`src/shared/plcdtp_pkg.sv`:
```
// constants for the discrete test control port
package plcdtp_pkg;
    localparam int unsigned MCLK_HZ       = 250_000_000;
    localparam int unsigned DEBOUNCE_US   = 1000;
    localparam int unsigned DEBOUNCE_CYC  = (MCLK_HZ / 1_000_000) * DEBOUNCE_US;
    localparam int unsigned MEM_BITS      = 8;
    localparam int unsigned MEMNUM_BITS   = 10;
    localparam logic [MEMNUM_BITS-1:0] BANK_OFFSET = 10'h100;
    localparam int unsigned NUM_INPUTS    = 11;
    localparam int unsigned IDX_REQ       = 8;
    localparam int unsigned IDX_BANK      = 9;
    localparam int unsigned IDX_MEAS      = 10;

    typedef enum logic [1:0] {
        PLCDTP_IDLE    = 2'b00,
        PLCDTP_MEASURE = 2'b01,
        PLCDTP_DISCH   = 2'b10
    } plcdtp_state_e;
endpackage : plcdtp_pkg

```
`src/rtl/plcdtp_debounce.sv`:
```
// debouncer and synchroniser for one opto input
`timescale 1ns/1ps
`default_nettype none
module plcdtp_debounce
    import plcdtp_pkg::*;
#(
    parameter int unsigned COUNT = DEBOUNCE_CYC
) (
    input  wire logic mclk,
    input  wire logic srst,
    input  wire logic raw_in,
    output logic      clean_q
);
    localparam int unsigned CW = $clog2(COUNT + 1);
    logic          meta_q;
    logic          sync_q;
    logic [CW-1:0] cnt_q;
    wire           differs  = (sync_q != clean_q);
    wire           expired  = (cnt_q == CW'(COUNT - 1));

    always_ff @(posedge mclk) begin
        meta_q <= raw_in;
        sync_q <= meta_q;
    end

    // level must hold a full interval before it is taken
    always_ff @(posedge mclk) begin
        if (srst) begin
            cnt_q   <= '0;
            clean_q <= 1'b0;
        end else if (!differs) begin
            cnt_q   <= '0;
        end else if (expired) begin
            cnt_q   <= '0;
            clean_q <= sync_q;
        end else begin
            cnt_q   <= cnt_q + CW'(1);
        end
    end
endmodule // plcdtp_debounce
`default_nettype wire

```
`src/rtl/plcdtp_port.sv`:
```
// discrete control port logic of the tester
`timescale 1ns/1ps
`default_nettype none
module plcdtp_port
    import plcdtp_pkg::*;
#(
    parameter int unsigned DEBOUNCE_COUNT = DEBOUNCE_CYC
) (
    input  wire logic                   mclk,
    input  wire logic                   srst,
    input  wire logic                   control_request_in,
    input  wire logic                   measure_discharge_pin,
    input  wire logic                   bank_select_in,
    input  wire logic [MEM_BITS-1:0]    memory_select_in,
    input  wire logic                   analogue_io_channel_a,
    input  wire logic                   analogue_input_channel_c,
    input  wire logic                   test_done,
    input  wire logic                   test_pass,
    input  wire logic                   test_error,
    output logic                        control_granted_out,
    output logic                        test_finished_out,
    output logic                        result_pass_out,
    output logic                        result_fail_out,
    output logic                        error_out,
    output logic                        run_sequence_q,
    output logic                        discharge_q,
    output logic                        launch_q,
    output logic [MEMNUM_BITS-1:0]      sequence_number_q
);
    logic [NUM_INPUTS-1:0] raw_in;
    logic [NUM_INPUTS-1:0] clean;
    logic                  meas_prev_q;
    logic                  ext_ctrl_q;
    logic                  measured_q;
    plcdtp_state_e         state_q;
    plcdtp_state_e         state_d;

    // inputs read as plain logic levels
    assign raw_in[MEM_BITS-1:0] = memory_select_in;
    assign raw_in[IDX_REQ]      = control_request_in;
    assign raw_in[IDX_BANK]     = bank_select_in;
    assign raw_in[IDX_MEAS]     = measure_discharge_pin;

    generate
        for (genvar i = 0; i < NUM_INPUTS; i++) begin : g_in
            plcdtp_debounce #(.COUNT(DEBOUNCE_COUNT)) u_db (
                .mclk    (mclk),
                .srst    (srst),
                .raw_in  (raw_in[i]),
                .clean_q (clean[i])
            );
        end
    endgenerate

    wire                   measure_in  = clean[IDX_MEAS];
    wire                   meas_rise   = measure_in & ~meas_prev_q;
    wire                   req_s       = clean[IDX_REQ];
    wire                   bank_s      = clean[IDX_BANK];
    wire [MEM_BITS-1:0]    mem_s       = clean[MEM_BITS-1:0];
    // binary number, bit 0 least significant
    wire [MEMNUM_BITS-1:0] mem_base    = {{(MEMNUM_BITS-MEM_BITS){1'b0}}, mem_s};
    wire [MEMNUM_BITS-1:0] mem_num     = bank_s ? mem_base : mem_base + BANK_OFFSET;
    // launch only under external control request
    wire                   start       = meas_rise & req_s;
    wire                   unused_ana  = analogue_io_channel_a ^ analogue_input_channel_c;
    // decoded state flags and the release event
    wire                   in_measure  = (state_q == PLCDTP_MEASURE);
    wire                   to_measure  = (state_d == PLCDTP_MEASURE);
    wire                   release_ev  = meas_rise & ~req_s;
    // test done counts only while measuring
    wire                   finish_ev   = test_done & in_measure;
    wire                   first_done  = finish_ev & ext_ctrl_q;
    wire                   pass_d      = test_pass & ~test_error;
    wire                   fail_d      = ~test_pass | test_error;

    always_comb begin
        state_d = state_q;
        unique case (state_q)
            PLCDTP_IDLE: begin
                if (start) state_d = PLCDTP_MEASURE;
            end
            PLCDTP_MEASURE: begin
                if (!measure_in) state_d = PLCDTP_DISCH;
            end
            PLCDTP_DISCH: begin
                if (start) state_d = PLCDTP_MEASURE;
                else if (meas_rise) state_d = PLCDTP_IDLE;
            end
            default: state_d = PLCDTP_IDLE;
        endcase
    end

    always_ff @(posedge mclk) begin
        if (srst) begin
            state_q <= PLCDTP_IDLE;
        end else begin
            state_q <= state_d;
        end
    end

    always_ff @(posedge mclk) begin
        if (srst) begin
            meas_prev_q <= 1'b0;
        end else begin
            meas_prev_q <= measure_in;
        end
    end

    always_ff @(posedge mclk) begin
        if (srst) begin
            launch_q <= 1'b0;
        end else begin
            launch_q <= start;
        end
    end

    always_ff @(posedge mclk) begin
        if (srst) begin
            ext_ctrl_q <= 1'b0;
        end else if (meas_rise) begin
            ext_ctrl_q <= req_s;
        end
    end

    always_ff @(posedge mclk) begin
        if (srst) begin
            sequence_number_q <= '0;
        end else if (start) begin
            sequence_number_q <= mem_num;
        end
    end

    always_ff @(posedge mclk) begin
        if (srst) begin
            run_sequence_q <= 1'b0;
        end else begin
            run_sequence_q <= to_measure;
        end
    end

    always_ff @(posedge mclk) begin
        if (srst) begin
            discharge_q <= 1'b1;
        end else begin
            discharge_q <= ~to_measure;
        end
    end

    always_ff @(posedge mclk) begin
        if (srst) begin
            measured_q <= 1'b0;
        end else if (release_ev) begin
            measured_q <= 1'b0;
        end else if (first_done) begin
            measured_q <= 1'b1;
        end
    end

    always_ff @(posedge mclk) begin
        if (srst) begin
            control_granted_out <= 1'b0;
        end else if (release_ev) begin
            control_granted_out <= 1'b0;
        end else begin
            control_granted_out <= measured_q | first_done;
        end
    end

    always_ff @(posedge mclk) begin
        if (srst) begin
            test_finished_out <= 1'b0;
        end else if (start) begin
            test_finished_out <= 1'b0;
        end else if (finish_ev) begin
            test_finished_out <= 1'b1;
        end
    end

    always_ff @(posedge mclk) begin
        if (srst) begin
            result_pass_out <= 1'b0;
        end else if (start) begin
            result_pass_out <= 1'b0;
        end else if (finish_ev) begin
            result_pass_out <= pass_d;
        end
    end

    always_ff @(posedge mclk) begin
        if (srst) begin
            result_fail_out <= 1'b0;
        end else if (start) begin
            result_fail_out <= 1'b0;
        end else if (finish_ev) begin
            result_fail_out <= fail_d;
        end
    end

    always_ff @(posedge mclk) begin
        if (srst) begin
            error_out <= 1'b0;
        end else if (start) begin
            error_out <= 1'b0;
        end else if (finish_ev) begin
            error_out <= test_error;
        end
    end
endmodule // plcdtp_port
`default_nettype wire

```
`config.mk`:
```
export PLATFORM = sky130hd
export DESIGN_NAME = plcdtp_port
export DESIGN_NICKNAME = d
export VERILOG_FILES = /design/src/shared/plcdtp_pkg.sv /design/src/rtl/plcdtp_debounce.sv /design/src/rtl/plcdtp_port.sv
export SDC_FILE = /design/constraint.sdc
export NUM_CORES = 1
export LEC_CHECK = 0
export ABC_AREA = 1
export BUFFER_PORTS_ARGS = -buffer_cell sky130_fd_sc_hd__buf_2
export CAP_MARGIN = 15
export CORE_MARGIN = 8
export CORE_UTILIZATION = 40
export DETAILED_ROUTE_END_ITERATION = 6
export PLACE_DENSITY_LB_ADDON = 0.05
export SLEW_MARGIN = 20
export SYNTH_ARGS = -nofsm -noshare
export SYNTH_HDL_FRONTEND = slang
export SYNTH_HIERARCHICAL = 1
export SYNTH_SLANG_ARGS = --single-unit
```
`constraint.sdc`:
```
create_clock -name mclk -period 1.8 [get_ports mclk]
set_input_delay 0.36 -clock mclk [delete_from_list [all_inputs] [get_ports mclk]]
set_output_delay 0.36 -clock mclk [all_outputs]
set_load 0.01 [all_outputs]
```
==> impl_results.md, run 1 <==
- IO Count: 36
- Pins over their slew limit: 0
- Critical Path Source: g_in[4].u_db/cnt_q[0]
- IO buf count: 32
- Core area: just under 0.03 sq mm
- Root Buffer: clkbuf_16
- Fmax: 0.652 GHz
- Drt wl/cell: between 10 and 15 um
- CTS tree: yes
- CP required: around 2.2 ns
- Post-Synthesis Cell Area: ~0.012 sq mm
- Die area: 0.0361 sq mm
- DIE HEIGHT: ~190 um
- Unrepaired setup endpoints after global routing: no
- Seq/Total Area, Yosys: 0.418
- Post-layout util: 0.467
- Most frequent cells in the layout: 425 x nand2_1, 385 x nor2_1, 253 x dfxtp_1, 154 x inv_1, 110 x nand3_1
- Most common cell after layout, fill and taps aside: nand2_1
- Crit path DAT: ~2 ns
- Fillers: 3054
- # nets final: between 1500 and 2000
- Synth cell types: 27
- Mean Syn Cell Area: 7.13 sq um
- Vias post-DR: 9941
- Multi-input logic area: 0.00633 sq mm
- DR pass1 iterations: 7
- Synthesized netlist cell count: 1701
- Post-CTS setup buffers: 0
- Share of layout cells above drive strength 1: 0.0972
- # DRC: 0
- Setup TNS: 0 ns
- Hold Path Origin: test_error
- Vias per inst: between 4 and 5
- Skew-Pair Late Insertion Delay: 0.55 ns
- Clock Path Buffers: 3
- Peak VDD IR: just over 0.0006 V
- Initial antenna violation count: 0
- Detailed placement HPWL: approximately 17 mm
- Fin crit share: 0.852
- Max FO, Critical Path: 18
- Power per cell area: between 800 and 900 mW/mm^2
- # diodes: 0
- Die width: roughly 190 um
- CP bufs+invs: 0
- Area Growth Syn to Fin: 14.5%
- Number of synthesized register bits: between 200 and 300
- Global-route wire length before repair: 43.2 mm
- Max capacitance violation total: 0
- FF/Latch Area: 0.00506 sq mm
- Crit Path Category: reg2reg
- Worst Skew: ~0.012 ns
- Reg2reg start: g_in[4].u_db/cnt_q[0]
- Crit end category: register
- YS warnings: 6
- Crit path cell chain: ha_1 -> nand3_2 -> nor2_1 -> nand3_2 -> nand2_4 -> a21oi_1
- Initial core utilization: 0.408
- Final RePlAce weighted congestion: 0.800
- Worst-path clk slew: about 0.060 ns
- Outcome: finished clean
- Final-report hold violation count: 0
- # H-tree levels: 1
- CTS sink cnt: ~250
- Total GRT Usage: 0.137
- Post-Syn Nets: approximately 1700
- CTS buffer count: 31
- Pleak: around 4.5 nW
- Minimum clock period: roughly 1.5 ns
- DRT iter0 DRCs: approximately 400
- Worst setup SP type: register
- Largest net degree at the start of global routing: 19
- HP Class: in2reg
- Crit-path max cell delay: 0.41 ns
- Final wirelength: 24.3 mm
- Most used cell, CP: nand3_2
- Vias in the first global route: a little under 10000
- Rows: 63
- Final setup violation count: 0
- GRT overflow: 0
- CP top delay family: simple AND/OR/NAND/NOR gates
- Crit-path slowest cell: dfxtp_1
- Final ANT Viol Nets: 0
## cells in the mapped netlist
cell type | n | share of area
conb_1 | 1 | 0.00031
or2_0 | 20 | 0.010
or2_4 | 10 | 0.0072
nor3_1 | 11 | 0.0045
inv_1 | 154 | 0.048
nor3_4 | 10 | 0.013
or2_2 | 12 | 0.0062
inv_2 | 5 | 0.0015
nor3b_1 | 1 | 0.00062
nor2_2 | 2 | 0.0010
xor2_1 | 77 | 0.056
nand2_4 | 11 | 0.010
xnor2_1 | 31 | 0.022
buf_4 | 1 | 0.00062
nand4_1 | 13 | 0.0067
buf_6 | 11 | 0.010
o21ai_1 | 1 | 0.00041
a21oi_1 | 86 | 0.036
nand3_1 | 110 | 0.045
ha_1 | 11 | 0.011
o21ai_0 | 24 | 0.0099
nor2_4 | 11 | 0.010
nand2_2 | 3 | 0.0015
nor2_1 | 385 | 0.12
dfxtp_1 | 253 | 0.42
nand2_1 | 425 | 0.13
nand3_2 | 22 | 0.018
## final cells by class
class / count / area share
Clock buffer: 41 / 0.0637
Clock inverter: 15 / 0.0159
Inverter: 159 / 0.0430
Multi-Input combinational cell: 1277 / 0.456
Sequential cell: 253 / 0.365
Tap cell: 390 / 0.0352
Timing Repair Buffer: 46 / 0.0211
## worst paths after layout
path	slack (ns)	end	cells past startpoint
worst max-delay path	0.27	g_in[4].u_db/cnt_q[16]	6
worst min-delay path	0.11	error_out	3
worst min register to register	0.33	g_in[8].u_db/sync_q	0
worst max register to register	0.27	g_in[4].u_db/cnt_q[16]	6
## where the power goes
group	switching [W]	internal (W)	total, W
clock network	0.00242	0.00415	0.00657
registers	0.0000389	0.00565	0.00569
logic	0.000142	0.0000776	0.000219
total	0.00260	0.00988	0.0125
## tightest hold or removal path, delay by kind of cell
kind                   cells  cell delay [ns]
buffers and inverters      1             0.11
AND/OR/NAND/NOR            1             0.08
AO/OA/AOI/OAI              1             0.06
## per-layer routing
metal  track usage  wire, um  part of all wire
met4        0.0364       583             0.024
met3        0.0240       764             0.032
met5             0         0                 0
met1         0.172     12000              0.49
met2         0.238     10900              0.45
## flip-flops by register name, summed over array words and instances (netlist names)
| name | flops |
|---|---|
| g_in.u_db/meta_q | 11 |
| result_fail_out | 1 |
| measured_q | 1 |
| control_granted_out | 1 |
| result_pass_out | 1 |
| g_in.u_db/cnt_q | 198 |
| g_in.u_db/clean_q | 11 |
| error_out | 1 |
| discharge_q | 1 |
| launch_q | 1 |
| sequence_number_q | 9 |
| run_sequence_q | 1 |
| ext_ctrl_q | 1 |
| state_q | 2 |
| g_in.u_db/sync_q | 11 |
| meas_prev_q | 1 |
| test_finished_out | 1 |
## what timing repair did
action                                 CTS  global route
resized for setup                        0             0
hold buffers                            11             0
endpoints found under the hold margin   11             0
## logic make-up (layout without fill, tap and decap cells)
kind of cell    Yosys count  in the layout  share of synthesized area
simple gates           1046           1046                      0.386
buf+inv                 171            261                     0.0601
compound gates          111            111                     0.0458
flops                   253            253                      0.418
xor+xnor                108            108                     0.0780
fa+ha+maj                11             11                     0.0114
other cells               1              1                   0.000309
## through the flow
step                hold slack (ns)  power [W]  setup WS, ns  std cells  area (sq um)
finish                        0.115     0.0125         0.267       2181         13900
global route                  0.128     0.0130        0.0899       2181         13900
CTS                          0.0774     0.0127         0.241       2181         13900
detailed placement            0.315    0.00602         0.261       2114         12700
global placement              0.310    0.00602         0.262       2114         12700
floorplan                     0.310    0.00596         0.433       1701         12100
No activity file was read; power rests on OpenSTA's default activity.
==> run 2, diff against run 1 <==
==> constraint.sdc (replaced) <==
create_clock -name mclk -period 1.8 [get_ports mclk]
set_input_delay 0 -clock mclk [delete_from_list [all_inputs] [get_ports mclk]]
set_output_delay 0 -clock mclk [all_outputs]
set_load 0.01 [all_outputs]
==> impl_results.md, run 2 (synthesis gave the netlist of run 1 again) <==
- Switching pwr: 0.00249 W (-4.2%)
- Post-CTS setup buffers: 0 (unchanged)
- Pins over their slew limit: 0 (unchanged)
- Final wirelength: 24.5 mm (+1.2%)
- HP Class: in2reg
- Switching Share: 0.208 (about the same)
- IO buf count: 32 (unchanged)
- Clock power share: 0.505 (-0.021)
- Die area: 0.0361 sq mm (unchanged)
- Worst-path clk slew: 0.06 ns (about the same)
- Initial core utilization: 0.408 (unchanged)
- IO Count: 36 (unchanged)
- Comb pwr share: 0.019 (about the same)
- Area Growth Syn to Fin: 14.0%
- Setup TNS: 0 ns (unchanged)
- # diodes: 0 (unchanged)
- Placed Area: 0.0127 sq mm (+0.12%)
- Vias per inst: 4.57 (+0.16%)
- Skew-Pair Late Insertion Delay: 0.54 ns (about the same)
- GRT overflow: 0 (unchanged)
- Most frequent cells in the layout: 425 x nand2_1, 385 x nor2_1, 252 x dfxtp_1, 154 x inv_1, 110 x nand3_1
- # nets final: 1802 (+0.28%)
- # H-tree levels: 1 (unchanged)
- Global-route wire length before repair: 43.9 mm (+1.7%)
- Vias in the first global route: 9738 (+0.57%)
- Final hold slack: 0.0995 ns (-0.0151 ns)
- Flop pwr share: 0.476 (+0.020)
- Detailed placement HPWL: 17.7 mm (+1.4%)
- Most common cell after layout, fill and taps aside: nand2_1
- Max FO, Critical Path: 18 (unchanged)
- Largest net degree at the start of global routing: 19 (unchanged)
- Worst setup SP type: register
- Power per cell area: 865 mW/mm^2 (-3.8%)
- Design Area, Final: 0.0138 sq mm (-0.38%)
- CTS buffer count: 29 (-6.5%)
- Reg with most FFs: g_in.u_db/cnt_q
- Core area: 0.0297 sq mm (unchanged)
- Worst Skew: 0.0120 ns (+0.0000970 ns)
- Fin worst setup slack: 0.258 ns (-0.00947 ns)
- Share of layout cells above drive strength 1: 0.0942 (-0.00300)
- Final ANT Viol Nets: 0 (unchanged)
- Minimum clock period: 1.54 ns (+0.00947 ns)
- Fillers: 3043 (-0.36%)
- DIE HEIGHT: 190 um (unchanged)
- Initial antenna violation count: 0 (unchanged)
- # DRC: 0 (unchanged)
- Place WS: 0.260 ns (-0.000807 ns)
- Largest register FFs: 198 (unchanged)
- Drt wl/cell: 11.2 um (+1.0%)
- Max capacitance violation total: 0 (unchanged)
- Total GRT Usage: 0.139 (+0.00240)
- Clock Path Buffers: 3 (unchanged)
- Final-report hold violation count: 0 (unchanged)
- Fin crit share: 0.857 (+0.00526)
- Int Pwr: 0.00947 W (-4.1%)
- Peak VDD IR: 0.000608 V (+0.76%)
- Final RePlAce weighted congestion: 0.816 (+2.0%)
- DR pass1 iterations: 4 (-3)
- Pleak: 4.50 nW (-0.70%)
- Vias post-DR: 9975 (+0.34%)
- Outcome: finished clean
- CP required: 2.22 ns (about the same)
- DRT iter0 DRCs: 393 (-4.4%)
- Root Buffer: clkbuf_16
- CTS tree: yes
- Unrepaired setup endpoints after global routing: no
- Crit end category: register
- Final setup violation count: 0 (unchanged)
- Crit Path Category: reg2reg
- CTS sink cnt: 253 (unchanged)
- Fmax: 0.648 GHz (-0.61%)
- Die width: 190 um (unchanged)
- Rows: 63 (unchanged)
- Crit path DAT: 1.96 ns (about the same)
[run 2: cell types whose count changed in the layout (fill, tap and decap cells not counted)]
cell           previous run  this run
clkbuf_16                31        29
clkbuf_1                  3         8
bufinv_16                 5         4
clkinv_4                  4         0
dfxtp_1                 253       252
dfxtp_2                   0         1
clkbuf_8                  7         5
dlygate4sd3_1            11        16
clkinv_2                  4         5
buf_4                     3         5
[run 2: worst paths after layout]
path | startpoint | endpoint | depth (start not counted) | slack, ns
max | g_in[2].u_db/cnt_q[0] | g_in[2].u_db/cnt_q[13] | 6 | 0.26
min | memory_select_in[0] | g_in[0].u_db/meta_q | 2 | 0.1
max reg2reg | g_in[2].u_db/cnt_q[0] | g_in[2].u_db/cnt_q[13] | 6 | 0.26
min reg2reg | g_in[9].u_db/meta_q | g_in[9].u_db/sync_q | 0 | 0.32
[run 2: cell type report]
class / count / area [sq um] / area share
Sequential cell: 253 / 5070 / 0.367
Multi-Input combinational cell: 1277 / 6330 / 0.458
Inverter: 159 / 597 / 0.0432
Tap cell: 390 / 488 / 0.0353
Clock buffer: 42 / 825 / 0.0597
Timing Repair Buffer: 53 / 358 / 0.0259
Clock inverter: 11 / 160 / 0.0116
[run 2: metrics by stage]
stage	utilization	instances	power, W
after global placement	0.427	2116	0.00602
final	0.465	2185	0.0120
after CTS	0.465	2186	0.0122
after global routing	0.465	2185	0.0125
after floorplan	-	1701	0.00596
after detailed placement	0.427	2116	0.00603
[run 2: critical path, cell delays in order, from the launching register on]
cell and delay [ns]:
dfxtp_1 0.40, ha_1 0.23, nand3_2 0.16, nor2_1 0.23, nand3_2 0.12, nand2_4 0.20, nor2_1 0.09
[run 2: metal layers]
metal	GRT usage	wire length [um]	up-vias
li1	-	-	5441
met1	0.178	12000	4415
met2	0.240	11100	84
met3	0.0222	872	35
met4	0.0373	517	0
met5	0	0	-
[run 2: power groups by stage]
stage / combinational, W / clock (W) / sequential, W
floorplan: 0.000161 / 0 / 0.00580
global placement: 0.000213 / 0 / 0.00581
detailed placement: 0.000214 / 0 / 0.00581
CTS: 0.000240 / 0.00626 / 0.00569
global route: 0.000268 / 0.00649 / 0.00569
finish: 0.000233 / 0.00604 / 0.00569
[run 2: what timing repair did]
action                                  in CTS  in global routing
gates resized for setup                      0                  1
hold endpoints to repair                    23                  0
hold buffers                                17                  0
endpoints found under the setup margin       0                  1
